## src/rtl/dq_cal_vref_pkg.sv

```systemverilog
// shared constants for the reference-level and calibration-invert registers
package dq_cal_vref_pkg;

  // mode-register command fields
  localparam int MR_ADDR_W = 6;   // mode-register address width
  localparam int OP_W      = 8;   // operand width
  localparam int CODE_W    = 6;   // reference setting code width
  localparam int REF_W     = 7;   // stored bits: range select and code
  localparam int CAL_LANES = 8;   // lower-byte dq lanes

  // mode-register addresses served here
  localparam logic [MR_ADDR_W-1:0] DQ_REF_ADDR  = 6'h0E;
  localparam logic [MR_ADDR_W-1:0] CAL_INV_ADDR = 6'h0F;

  // field positions in the reference register
  localparam int CODE_MSB  = 5;   // top bit of the setting code
  localparam int RANGE_BIT = 6;   // range select bit

  // highest valid setting code; codes above it are reserved
  localparam logic [CODE_W-1:0] CODE_MAX = 6'h32;

  // reset values
  localparam logic [OP_W-1:0]  CAL_INV_RESET = 8'h55;
  localparam logic [REF_W-1:0] DQ_REF_RESET  = 7'h5D;

  // number of frequency set points
  localparam int SET_POINTS = 2;

endpackage : dq_cal_vref_pkg

```

## src/rtl/cal_lane_inverter.sv

```systemverilog
`timescale 1ns/1ns
// per-lane optional inversion of the calibration pattern
module cal_lane_inverter #(
  parameter int LANES = 8
) (
  // pattern and invert mask
  input  wire logic             pattern_in,
  input  wire logic [LANES-1:0] invert_in,
  // lane values
  output logic      [LANES-1:0] lanes_out
);

  // elaboration check on lane count
  if (LANES < 1) begin : g_bad_lanes
    $error("cal_lane_inverter needs at least one lane");
  end

  // one xor per lane, each lane governed by its own mask bit
  for (genvar lane = 0; lane < LANES; lane++) begin : g_lane
    assign lanes_out[lane] = pattern_in ^ invert_in[lane];
  end

endmodule : cal_lane_inverter

```

## src/rtl/dq_cal_invert_and_vref_code.sv

```systemverilog
`timescale 1ns/1ns
// Summary of operation
// (RULE1) eight-bit write-only invert mask, one bit per lane
// (RULE2) mask one inverts lane pattern, zero passes
// (RULE3) invert mask resets to hex 55
// (RULE4) mask/inversion lane always carries true pattern
// (RULE5) no bus inversion during calibration reads
// (RULE6) setting codes above 110010 reserved, never written
// (RULE7) range bit picks which reference range applies
// (RULE8) reference resets to range 1, code 011101
// (RULE9) separate reference copy per frequency set point
// (RULE10) write-select bit picks which copy is written
// (RULE11) operate-select copy drives device, other ignored
// (RULE12) reference read returns eight bits, reserved zero
// (RULE13) invert mask not readable, persists until rewritten
module dq_cal_invert_and_vref_code
  import dq_cal_vref_pkg::*;
#(
  parameter int LANES = CAL_LANES
) (
  // clock and reset
  input  wire logic                 core_clk_in,
  input  wire logic                 resetn_in,
  // mode-register commands
  input  wire logic                 mrw_valid_in,
  input  wire logic                 mrr_valid_in,
  input  wire logic [MR_ADDR_W-1:0] mr_addr_in,
  input  wire logic [OP_W-1:0]      mr_op_in,
  // set-point selects from the set-point control register
  input  wire logic                 set_point_write_select_in,
  input  wire logic                 set_point_operate_select_in,
  // bus inversion enable from the i/o configuration register
  input  wire logic                 dbi_enable_in,
  // calibration pattern stream
  input  wire logic                 cal_read_active_in,
  input  wire logic                 cal_pattern_bit_in,
  // mode-register read answer on dq 7..0
  output logic                      mrr_valid_out,
  output logic      [OP_W-1:0]      mrr_data_out,
  // calibration drive
  output logic                      cal_valid_out,
  output logic      [LANES-1:0]     cal_dq_out,
  output logic                      lower_mask_inversion_lane_out,
  // active reference level
  output logic      [CODE_W-1:0]    dq_reference_level_out,
  output logic                      dq_reference_range_select_out
);

  // elaboration check: the mask register is one operand wide
  if (LANES != OP_W) begin : g_bad_width
    $error("lane count must equal operand width");
  end

  // register state
  logic [SET_POINTS-1:0][REF_W-1:0] dq_ref_q, dq_ref_d;   // per set point copies
  logic [LANES-1:0]                 inv_q, inv_d;         // lower_byte_cal_invert
  // read answer state
  logic                             rd_valid_q, rd_valid_d;
  logic [OP_W-1:0]                  rd_data_q, rd_data_d;
  // calibration output state
  logic                             cal_valid_q, cal_valid_d;
  logic [LANES-1:0]                 cal_dq_q, cal_dq_d;
  logic                             mask_lane_q, mask_lane_d;
  // active reference state
  logic [REF_W-1:0]                 active_q, active_d;
  // decoded strobes and helpers
  logic                             ref_write;            // write to reference register
  logic                             ref_code_ok;          // code not reserved
  logic                             inv_write;            // write to invert register
  logic [REF_W-1:0]                 write_copy;           // copy chosen by write select
  logic [REF_W-1:0]                 operate_copy;         // copy chosen by operate select
  logic [LANES-1:0]                 lane_pattern;         // pattern after per-lane inversion

  // command decode
  assign ref_write    = mrw_valid_in && (mr_addr_in == DQ_REF_ADDR);
  assign inv_write    = mrw_valid_in && (mr_addr_in == CAL_INV_ADDR);
  assign ref_code_ok  = (mr_op_in[CODE_MSB:0] <= CODE_MAX);
  assign write_copy   = dq_ref_q[set_point_write_select_in];
  assign operate_copy = dq_ref_q[set_point_operate_select_in];

  // per-lane inversion of the pattern bit
  cal_lane_inverter #(
    .LANES (LANES)
  ) u_inverter (
    .pattern_in (cal_pattern_bit_in),
    .invert_in  (inv_q),
    .lanes_out  (lane_pattern)
  );

  // next values of the register file
  always_comb begin
    dq_ref_d = dq_ref_q;
    inv_d    = inv_q;
    // (RULE6) reserved codes dropped
    // (RULE10) write lands in selected copy
    if (ref_write && ref_code_ok) begin
      dq_ref_d[set_point_write_select_in] = mr_op_in[REF_W-1:0];
    end
    // (RULE1) whole mask written at once
    // (RULE13) held unless written
    if (inv_write) begin
      inv_d = mr_op_in[LANES-1:0];
    end
  end

  // register file flops
  always_ff @(posedge core_clk_in or negedge resetn_in) begin
    if (!resetn_in) begin
      // (RULE8) both copies reset to default
      // (RULE9) two copies kept
      dq_ref_q <= {SET_POINTS{DQ_REF_RESET}};
      // (RULE3) invert mask default
      inv_q    <= CAL_INV_RESET;
    end else begin
      dq_ref_q <= dq_ref_d;
      inv_q    <= inv_d;
    end
  end

  // next values of the read answer
  always_comb begin
    // (RULE12) reserved top bit reads zero
    rd_valid_d = mrr_valid_in && (mr_addr_in == DQ_REF_ADDR);
    rd_data_d  = rd_valid_d ? {1'b0, write_copy} : 8'h00;
  end

  // read answer flops
  always_ff @(posedge core_clk_in or negedge resetn_in) begin
    if (!resetn_in) begin
      rd_valid_q <= 1'b0;
      rd_data_q  <= 8'h00;
    end else begin
      rd_valid_q <= rd_valid_d;
      rd_data_q  <= rd_data_d;
    end
  end

  // next values of the calibration drive
  always_comb begin
    cal_valid_d = cal_read_active_in;
    // (RULE2) inverted lanes from mask
    // (RULE5) bus inversion enable not consulted
    cal_dq_d    = cal_read_active_in ? lane_pattern : '0;
    // (RULE4) mask lane true pattern
    mask_lane_d = cal_read_active_in && cal_pattern_bit_in;
  end

  // calibration drive flops
  always_ff @(posedge core_clk_in or negedge resetn_in) begin
    if (!resetn_in) begin
      cal_valid_q <= 1'b0;
      cal_dq_q    <= '0;
      mask_lane_q <= 1'b0;
    end else begin
      cal_valid_q <= cal_valid_d;
      cal_dq_q    <= cal_dq_d;
      mask_lane_q <= mask_lane_d;
    end
  end

  // next active reference
  always_comb begin
    // (RULE11) operate copy only
    active_d = operate_copy;
  end

  // active reference flops
  always_ff @(posedge core_clk_in or negedge resetn_in) begin
    if (!resetn_in) begin
      active_q <= DQ_REF_RESET;
    end else begin
      active_q <= active_d;
    end
  end

  // outputs
  assign mrr_valid_out                 = rd_valid_q;
  assign mrr_data_out                  = rd_data_q;
  assign cal_valid_out                 = cal_valid_q;
  assign cal_dq_out                    = cal_dq_q;
  assign lower_mask_inversion_lane_out = mask_lane_q;
  // (RULE7) range bit decoded apart from code
  assign dq_reference_level_out        = active_q[CODE_MSB:0];
  assign dq_reference_range_select_out = active_q[RANGE_BIT];

  // helper flags: registers untouched since reset
  logic inv_fresh_q;   // invert mask never written
  logic ref_fresh_q;   // reference never written
  always_ff @(posedge core_clk_in or negedge resetn_in) begin
    if (!resetn_in) begin
      inv_fresh_q <= 1'b1;
      ref_fresh_q <= 1'b1;
    end else begin
      inv_fresh_q <= inv_fresh_q && !inv_write;
      ref_fresh_q <= ref_fresh_q && !(ref_write && ref_code_ok);
    end
  end
endmodule : dq_cal_invert_and_vref_code

```

## config.mk

```make
export PLATFORM = sky130hd
export DESIGN_NAME = dq_cal_invert_and_vref_code
export DESIGN_NICKNAME = d
export VERILOG_FILES = /design/src/rtl/dq_cal_vref_pkg.sv /design/src/rtl/cal_lane_inverter.sv /design/src/rtl/dq_cal_invert_and_vref_code.sv
export SDC_FILE = /design/constraint.sdc
export NUM_CORES = 1
export LEC_CHECK = 0
export BUFFER_PORTS_ARGS = -buffer_cell sky130_fd_sc_hd__buf_2
export CAP_MARGIN = 0
export CORE_MARGIN = 4
export CORE_UTILIZATION = 55
export CTS_CLUSTER_SIZE = 14
export DETAILED_ROUTE_END_ITERATION = 12
export PLACE_DENSITY = 0.85
export SYNTH_ARGS = -nofsm -noshare
export SYNTH_HDL_FRONTEND = slang
export SYNTH_SLANG_ARGS = --single-unit
```

## constraint.sdc

```tcl
create_clock -name core_clk_in -period 2 [get_ports core_clk_in]
set_input_delay 0.5 -clock core_clk_in [delete_from_list [all_inputs] [get_ports core_clk_in]]
set_output_delay 0.5 -clock core_clk_in [all_outputs]
set_load 0.02 [all_outputs]
```

==> impl_metrics.ini, run 1 <==
[run_status]
outcome = finished clean

[route]
vias = 1141
drt-total-wl_um = 3450
viasPerCell = 5.09
drtPass1Iterations = 4
drc = 0
ant_nets = 0
routedWlPerCell_um = 15.4
detail_route.iter0.violations = 21

[clock_tree]
cts_tree = done
cts-hold-fix-buffers = 0
clkTransAtPathRegs_ps = 120
clk-insertion-delay-late_ps = 360
cts_inserted_buffers = 5
ctsLongestPathBuffers = 2
cts-resized-gates = 0
post_cts_buffers = 0
htree_num_levels = 2
cts-root-buf = sky130_fd_sc_hd__clkbuf_4
tritoncts_num_sinks = 47

[yosys]
syn_area_um2 = 1880
avgSynthCellArea_um2 = 15.2
synthCells = 124
syn_nets = 147
synth-seq-cells = 47
yosysWarnings = 0
post_synthesis_sequential_area_ratio_pct = 63.8
synth.distinct_cells = 20

[floorplan]
chip_height_um = 66.5
std_cell_rows = 20
initial_utilization_pct = 59.6
core_area_um2 = 3150
die_width_um = 66.5
ioPinCount = 49
dieArea_um2 = 4420

[sta]
slew_viol_final = 0
transition_time_at_the_pin_with_the_least_slew_margin_ps = 504
maxSlewHeadroom_pct = 66.4
setup_viol = 0
setup_total_negative_slack_ps = 0
finalCritPeriodShare_pct = 80.3
clock.fmax_ghz = 0.623
holdWs_ps = 84.4
grt_setup_unrepaired = false
crit_path_setup_slack_layout_ps = 394
final.setup_skew_ps = 8.80
final.min_clock_period_ps = 1610
report.final.hold_viol_count = 0

[setup_path]
worst_ep_arrival_time_ps = 1860
data_required_critical_path_ps = 2250
worst_setup_path_start_kind = input port
crit_fanout = 4
worst_r2r_endpoint = cal_dq_out[0]
worstSetupStartpoint = mr_op_in[1]
timing.setup.critical_path_class = in2reg
worstRegToRegCells = 2
regToRegSetupSlack_ps = 1100
r2r_start = inv_q[0]
worst_setup_path_end_kind = register

[worst_hold_path]
hp-class = in2async

[global_routing]
grt_overflow_total = 0
grt_max_degree = 26
grt_pass1_wl_um = 5750
antenna_violations_before_repair = 0
grt_usage_pct = 18.5
via_count_of_the_first_global_routing_pass = 1244

[job]
maxCapViolations = 0

[layout]
antennaDiodeCount = 0
design.final.nets = 202
drive_gt1_share_pct = 63.3
synthToLayoutAreaGrowth_pct = 21.0

[power_and_ir_drop]
power_density_nw_per_um2 = 798
leakage_power_nw = 1.16
vdd_drop_max_uv = 456

[placement]
pre_cts_worst_setup_slack_ps = 30.7
dpl.hpwl_um = 2640
gp_routability_congestion = 0.754
portBuffers = 46
[synth_stat cells]
library cell / n / area (um2)
sky130_fd_sc_hd__xor2_1: 8 / 70.1
sky130_fd_sc_hd__buf_4: 1 / 7.51
sky130_fd_sc_hd__nand2_1: 2 / 7.51
sky130_fd_sc_hd__clkbuf_1: 3 / 11.3
sky130_fd_sc_hd__nor4b_4: 1 / 23.8
sky130_fd_sc_hd__conb_1: 1 / 3.75
sky130_fd_sc_hd__nor2_2: 1 / 6.26
sky130_fd_sc_hd__and2_1: 9 / 56.3
sky130_fd_sc_hd__buf_2: 1 / 5.00
sky130_fd_sc_hd__mux2i_1: 7 / 70.1
sky130_fd_sc_hd__nor4_4: 1 / 21.3
sky130_fd_sc_hd__mux2_2: 29 / 327
sky130_fd_sc_hd__nand4_2: 1 / 12.5
sky130_fd_sc_hd__dfstp_2: 19 / 499
sky130_fd_sc_hd__inv_1: 1 / 3.75
sky130_fd_sc_hd__nor2_1: 8 / 30.0
sky130_fd_sc_hd__or3b_2: 1 / 8.76
sky130_fd_sc_hd__dfrtp_1: 28 / 701
sky130_fd_sc_hd__a211oi_1: 1 / 7.51
sky130_fd_sc_hd__o21ai_2: 1 / 8.76
[worst max-delay path, cell delays in order]
cell and delay (ps):
sky130_fd_sc_hd__buf_2 120, sky130_fd_sc_hd__a211oi_1 330, sky130_fd_sc_hd__o21ai_2 150, sky130_fd_sc_hd__nor4b_4 260, sky130_fd_sc_hd__buf_4 180, sky130_fd_sc_hd__mux2_2 320
[cells in the final DEF, fill, tap and decap left out, types with 2 or more instances in the layout]
cell type,instances
sky130_fd_sc_hd__mux2_2,29
sky130_fd_sc_hd__xor2_1,8
sky130_fd_sc_hd__nand2_1,2
sky130_fd_sc_hd__dfstp_2,19
sky130_fd_sc_hd__nor2_1,8
sky130_fd_sc_hd__buf_4,6
sky130_fd_sc_hd__clkbuf_8,2
sky130_fd_sc_hd__dfrtp_1,28
sky130_fd_sc_hd__mux2i_1,7
sky130_fd_sc_hd__clkbuf_4,5
sky130_fd_sc_hd__buf_2,46
sky130_fd_sc_hd__and2_1,9
[report_power, final]
| part | internal (mW) | total, mW | switching [mW] | leakage [nW] |
|---|---|---|---|---|
| registers | 1.05 | 1.08 | 0.0369 | 0.572 |
| logic | 0.113 | 0.248 | 0.135 | 0.550 |
| clock network | 0.207 | 0.483 | 0.275 | 0.0386 |
[area by class of cell]
class / count / area, um2
fillers: 219 / 877
inverters: 1 / 3.75
well taps: 44 / 55.1
repair buffers: 53 / 295
multi-input cells: 71 / 653
flip-flops and latches: 47 / 1200
clock buffers: 8 / 68.8
[cells by family (layout without fill, tap and decap cells)]
logic type	Yosys count	count (layout)	share of synthesized area (%)
flip-flops	47	47	63.8
multiplexers	36	36	21.1
AND/OR/NAND/NOR	24	24	8.85
XOR/XNOR	8	8	3.73
buffers and inverters	6	62	1.46
AO/OA/AOI/OAI	2	2	0.865
other	1	1	0.199
[metrics by stage]
step	instances	area [um2]	power [mW]	utilization (%)
final	224	2280	1.82	72.2
after global placement	216	2210	1.34	70.0
after floorplan	124	1880	1.24	-
after global routing	224	2280	1.92	72.2
after detailed placement	216	2210	1.35	70.0
after CTS	224	2280	1.83	72.2
[how the worst max path moves through the flow]
stage and end:
2_1_floorplan dq_ref_q[12], 3_3_place_gp dq_ref_q[8], 3_5_place_dp dq_ref_q[8], 4_1_cts dq_ref_q[8]
5_1_grt dq_ref_q[8], 6_report dq_ref_q[8]
[registers in the layout (all words and copies together), names as in the netlist]
signal and cells:
dq_ref_q 14, mrr_valid_out 1, lower_mask_inversion_lane_out 1, cal_dq_out 8, active_q 7, cal_valid_out 1
inv_q 8, mrr_data_out 7
[routing by layer]
metal / vias to the layer above / GRT usage (%) / wire (um) / share of wire (%)
li1: 527 / - / - / -
met1: 573 / 19.8 / 1350 / 39
met2: 35 / 33.1 / 1880 / 55
met3: 6 / 6.58 / 171 / 5.0
met4: 0 / 7.11 / 41 / 1.2
met5: - / 0 / 0 / 0
No activity file was read; power rests on OpenSTA's default activity.
==> inputs of run 2 (changes only) <==
ABC_AREA = 1   (was default)
CORE_UTILIZATION = 47   (was 55)
PLACE_DENSITY = 0.76   (was 0.85)
clock period = 1.4 ns   (was 2 ns; I/O delays follow)
==> impl_metrics.ini, run 2 <==
[floorplan]
die_width_um = 73.4
chip_height_um = 73.4
initial_utilization_pct = 49.6
std_cell_rows = 23
ioPinCount = 49
dieArea_um2 = 5390
core_area_um2 = 4060

[power_and_ir_drop]
vdd_drop_max_uv = 506
power_density_nw_per_um2 = 1170
leakage_power_nw = 1.27
finalPower_mw = 2.85

[layout]
design.final.nets = 295
largest-register = dq_ref_q
mostFrequentLayoutCells = 63 x sky130_fd_sc_hd__nand2_1, 46 x sky130_fd_sc_hd__buf_2, 29 x sky130_fd_sc_hd__nor2_1
drive_gt1_share_pct = 34.4
antennaDiodeCount = 0
synthToLayoutAreaGrowth_pct = 20.7
layout.cells.most_common = sky130_fd_sc_hd__nand2_1
largest_register_ff_count = 14
final_cell_count_no_fill = 323
nFillCells = 350

[setup_path]
timing.setup.critical_path_class = reg2out
worst_setup_path_end_kind = output pin
worst_setup_path_start_kind = register
worst_ep_arrival_time_ps = 960
r2r_start = dq_ref_q[0]
cp_cell_sequence = buf_2
data_required_critical_path_ps = 1050
path_delay_family = flip-flops
worstPathBufferInverterCount = 1
worstSetupStartpoint = active_q[3]
crit_path_max_incr_delay_ps = 520
cp_slowest_cell = sky130_fd_sc_hd__dfstp_2
crit_fanout = 1

[job]
maxCapViolations = 0

[worst_hold_path]
hp-class = in2async

[placement]
portBuffers = 46
gp_routability_congestion = 0.803
place.detailed.instances = 315
dpl.hpwl_um = 2820

[global_routing]
antenna_violations_before_repair = 0
via_count_of_the_first_global_routing_pass = 1518
grt_overflow_total = 0
grt_max_degree = 48
grt_usage_pct = 16.1
grt_pass1_wl_um = 6680

[run_status]
outcome = finished clean

[clock_tree]
clkTransAtPathRegs_ps = 80
ctsLongestPathBuffers = 2
tritoncts_num_sinks = 47
cts-root-buf = sky130_fd_sc_hd__clkbuf_8
cts_tree = done
cts_inserted_buffers = 5
post_cts_buffers = 0
htree_num_levels = 2
cts-resized-gates = 0
cts-hold-fix-buffers = 0
clk-insertion-delay-late_ps = 290

[sta]
clock.fmax_ghz = 0.764
grt_setup_unrepaired = false
finalCritPeriodShare_pct = 93.5
setup_viol = 0
report.final.hold_viol_count = 0
final.setup_skew_ps = 9.02
slew_viol_final = 0
final.min_clock_period_ps = 1310
setup_total_negative_slack_ps = 0

[yosys]
synthArstFlopShare_pct = 100
avgSynthCellArea_um2 = 9.11
synth_top_cell_by_area = sky130_fd_sc_hd__dfrtp_1
syn_nets = 244
number_of_enable_type_register_cells_in_the_synthesized_netlist = 0
post_synthesis_sequential_area_ratio_pct = 59.6
synth-seq-cells = 47
syn_area_um2 = 2010
synth.cells.most_frequent = 63 x sky130_fd_sc_hd__nand2_1, 29 x sky130_fd_sc_hd__nor2_1, 28 x sky130_fd_sc_hd__dfrtp_1, 22 x sky130_fd_sc_hd__inv_1, 19 x sky130_fd_sc_hd__dfstp_2
synth.distinct_cells = 21
post-synth-top-area-fraction_pct = 34.8
synth.top_cells.by_area = sky130_fd_sc_hd__dfrtp_1 35%, sky130_fd_sc_hd__dfstp_2 25%, sky130_fd_sc_hd__nand2_1 12%
synthCells = 221
synthMostInstantiatedCell = sky130_fd_sc_hd__nand2_1
dominantRegCellSynth = sky130_fd_sc_hd__dfrtp_1
yosysWarnings = 0

[route]
vias = 1580
drc = 0
ant_nets = 0
detail_route.iter0.violations = 83
routedWlPerCell_um = 12.1
drtPass1Iterations = 4
viasPerCell = 4.89
drt-total-wl_um = 3910
[run 2: cell count changes in the layout (fill, tap and decap cells not counted), sizes merged, moves of 15 or more]
cell   delta
nand2    +64
mux2     -29
nor2     +22
inv      +21
nand4    +15
o21ai    +15
[run 2: metrics by stage]
step	hold WS (ps)	setup slack (ps)	instance area, um2	util (%)
6_report	28.9	90.4	2430	59.9
5_1_grt	34.0	53.5	2430	59.9
4_1_cts	30.8	77.7	2430	59.9
3_5_place_dp	349	10.1	2320	57.3
3_3_place_gp	346	73.1	2320	57.3
2_1_floorplan	54.4	200	2010	-
[run 2: path summary, 6_finish.rpt]
| path | end | depth (start not counted) | slack (ps) |
|---|---|---|---|
| worst max register to register | mrr_data_out[0] | 4 | 490 |
| worst max-delay path | dq_reference_level_out[3] | 1 | 90 |
| worst min register to register | dq_ref_q[6] | 2 | 460 |
| max in group asynchronous | inv_q[4] | 2 | 1100 |
| min in group core_clk_in | cal_valid_out | 1 | 280 |
| worst min-delay path | cal_dq_out[7] | 2 | 30 |
[run 2: layer usage]
layer  vias up  part of all wire [%]  track usage [%]
met1       727                    43             20.2
met5         -                     0                0
li1        795                     -                -
met3         7                   6.8             4.38
met4         0                   2.0             6.24
met2        51                    48             26.5
[run 2: area by class of cell]
class                           instances  area, um2  share of cell area, %
Clock buffer                            7       76.3                   3.14
Clock inverter                          1       30.0                   1.24
Inverter                               22       82.6                   3.40
Timing Repair Buffer                   55        323                   13.3
Sequential cell                        47       1200                   49.4
Multi-Input combinational cell        141        656                   27.0
Tap cell                               50       62.6                   2.57
[run 2: cells by family after synthesis]
kind of cell | share of synthesized area [%]
DFF | 59.6
AOI/OAI and AO/OA | 7.89
buffers and inverters | 7.83
other | 0.186
and+or+nand+nor | 24.5
[run 2: report_power, final]
part | switching [mW] | internal [mW]
logic | 0.230 | 0.131
registers | 0.0517 | 1.49
clock network | 0.414 | 0.534
total | 0.696 | 2.15
==> inputs of run 3 (changes only) <==
--- a/config.mk
+++ b/config.mk
@@ -13,5 +13,5 @@
 export CTS_CLUSTER_SIZE = 14
 export DETAILED_ROUTE_END_ITERATION = 12
-export PLACE_DENSITY = 0.76
+export PLACE_DENSITY = 0.71
 export SYNTH_ARGS = -nofsm -noshare
 export SYNTH_HDL_FRONTEND = slang
==> constraint.sdc (replaced) <==
create_clock -name core_clk_in -period 1.4 [get_ports core_clk_in]
set_input_delay 0.14 -clock core_clk_in [delete_from_list [all_inputs] [get_ports core_clk_in]]
set_output_delay 0.14 -clock core_clk_in [all_outputs]
set_load 0.02 [all_outputs]
==> impl_metrics.ini, run 3 (same netlist as run 2, synthesis figures left out) <==
[clock_tree]
clkTransAtPathRegs_ps = 90
clk-insertion-delay-late_ps = 300
cts-resized-gates = 0
tritoncts_num_sinks = 47
cts_tree = done
cts-root-buf = sky130_fd_sc_hd__clkbuf_8
htree_num_levels = 2
ctsLongestPathBuffers = 2
cts_inserted_buffers = 5

[setup_path]
regToRegSetupSlack_ps = 510
worstRegToRegCells = 4
data_required_critical_path_ps = 1260
worst_r2r_endpoint = mrr_data_out[6]
cp_cell_sequence = buf_2
cp_slowest_cell = sky130_fd_sc_hd__dfstp_2
worstPathBufferInverterCount = 1
timing.setup.critical_path_class = reg2out
worst_setup_path_start_kind = register
r2r_start = dq_ref_q[6]
crit_path_max_incr_delay_ps = 520
worst_setup_path_end_kind = output pin
path_delay_family = flip-flops
worst_ep_arrival_time_ps = 970
crit_fanout = 1

[sta]
setup_viol = 0
slew_viol_final = 0
transition_time_at_the_pin_with_the_least_slew_margin_ps = 711
grt_setup_unrepaired = false
maxSlewHeadroom_pct = 52.6
clock.fmax_ghz = 0.901
setup_total_negative_slack_ps = 0
final.setup_skew_ps = 7.48
final.min_clock_period_ps = 1110
finalCritPeriodShare_pct = 79.3
report.final.hold_viol_count = 0

[global_routing]
grt_overflow_total = 0
antenna_violations_before_repair = 0
via_count_of_the_first_global_routing_pass = 1448
grt_max_degree = 48
grt_usage_pct = 15.8
grt_pass1_wl_um = 6530

[layout]
largest-register = dq_ref_q
finish.utilization_pct = 59.4
antennaDiodeCount = 0
design.final.nets = 292
layout.cells.most_common = sky130_fd_sc_hd__nand2_1
synthToLayoutAreaGrowth_pct = 19.6
mostFrequentLayoutCells = 63 x sky130_fd_sc_hd__nand2_1, 46 x sky130_fd_sc_hd__buf_2, 29 x sky130_fd_sc_hd__nor2_1
nFillCells = 370
largest_register_ff_count = 14
multiInputGateArea_um2 = 656
sequential_cell_area_um2 = 1200
final_cell_count_no_fill = 320
drive_gt1_share_pct = 34.1

[floorplan]
std_cell_rows = 23
ioPinCount = 49
chip_height_um = 73.4
initial_utilization_pct = 49.6
dieArea_um2 = 5390
die_width_um = 73.4
core_area_um2 = 4060

[route]
ant_nets = 0
vias = 1537
routedWlPerCell_um = 11.8
viasPerCell = 4.80
drtPass1Iterations = 4
drt-total-wl_um = 3760
detail_route.iter0.violations = 83
drc = 0

[power_and_ir_drop]
vdd_drop_max_uv = 601
power_density_nw_per_um2 = 1210
leakage_power_nw = 1.26

[placement]
dpl.hpwl_um = 2640
gp_routability_congestion = 0.759
portBuffers = 46
place.detailed.instances = 311

[worst_hold_path]
whs_path_depth = 1
hp-class = in2reg
timing.hold.worst.start = cal_read_active_in
terminating_pin_of_the_worst_hold_path = cal_valid_out

[job]
maxCapViolations = 0

[run_status]
outcome = finished clean
## run 3: cell types whose count changed in the layout (fill, tap and decap cells not counted)
| cell | before | now |
|---|---|---|
| sky130_fd_sc_hd__buf_12 | 2 | 1 |
| sky130_fd_sc_hd__buf_4 | 7 | 4 |
| sky130_fd_sc_hd__clkbuf_1 | 2 | 0 |
| sky130_fd_sc_hd__clkbuf_8 | 5 | 6 |
| sky130_fd_sc_hd__clkinv_2 | 0 | 1 |
| sky130_fd_sc_hd__dlygate4sd3_1 | 0 | 1 |
## run 3: cell type report
cell class	instances	share of cell area (%)
well taps	50	2.60
clock inverters	2	1.45
repair buffers	52	12.1
inverters	22	3.43
flip-flops and latches	47	49.8
clock buffers	6	3.43
multi-input cells	141	27.2
## run 3: timing repair
item,in CTS,in global routing
endpoints found under the hold margin,28,0
buffers inserted,0,0
hold buffers,1,0
## run 3: metal layers
layer | vias up | GRT usage, % | routed length (um) | share of wire, %
li1 | 789 | - | - | -
met1 | 699 | 19.2 | 1680 | 45
met2 | 45 | 27.4 | 1840 | 49
met3 | 4 | 3.42 | 202 | 5.4
met4 | 0 | 6.04 | 38 | 1.0
met5 | - | 0 | 0 | 0
## run 3: report_power, final
group          switching, mW  internal [mW]
sequential            0.0492           1.48
combinational          0.227          0.130
clock                  0.440          0.578
total                  0.716           2.19
## run 3: worst max-delay path by stage
stage | from | cells after the start | endpoint
after floorplan | mr_addr_in[5] | 7 | inv_q[5]
after global placement | mr_addr_in[2] | 7 | inv_q[3]
after detailed placement | mr_addr_in[2] | 7 | inv_q[7]
after CTS | active_q[3] | 1 | dq_reference_level_out[3]
after global routing | active_q[3] | 1 | dq_reference_level_out[3]
final | active_q[3] | 1 | dq_reference_level_out[3]
## run 3: metrics by stage
stage               hold slack (ps)  area, um2  setup slack [ps]  total power [mW]
finish                         63.9       2410               290              2.91
global route                   61.0       2410               260              3.05
CTS                            53.8       2410               279              2.94
detailed placement              148       2280               115              1.92
global placement                136       2280               143              1.91
floorplan                      -156       2010               410              1.77
## run 3: worst register-to-register path: stages, from the launching register on
cell	delay [ps]
sky130_fd_sc_hd__dfstp_2	540
sky130_fd_sc_hd__inv_1	40
sky130_fd_sc_hd__nor2_1	70
sky130_fd_sc_hd__a21oi_1	50
sky130_fd_sc_hd__nor2_1	120
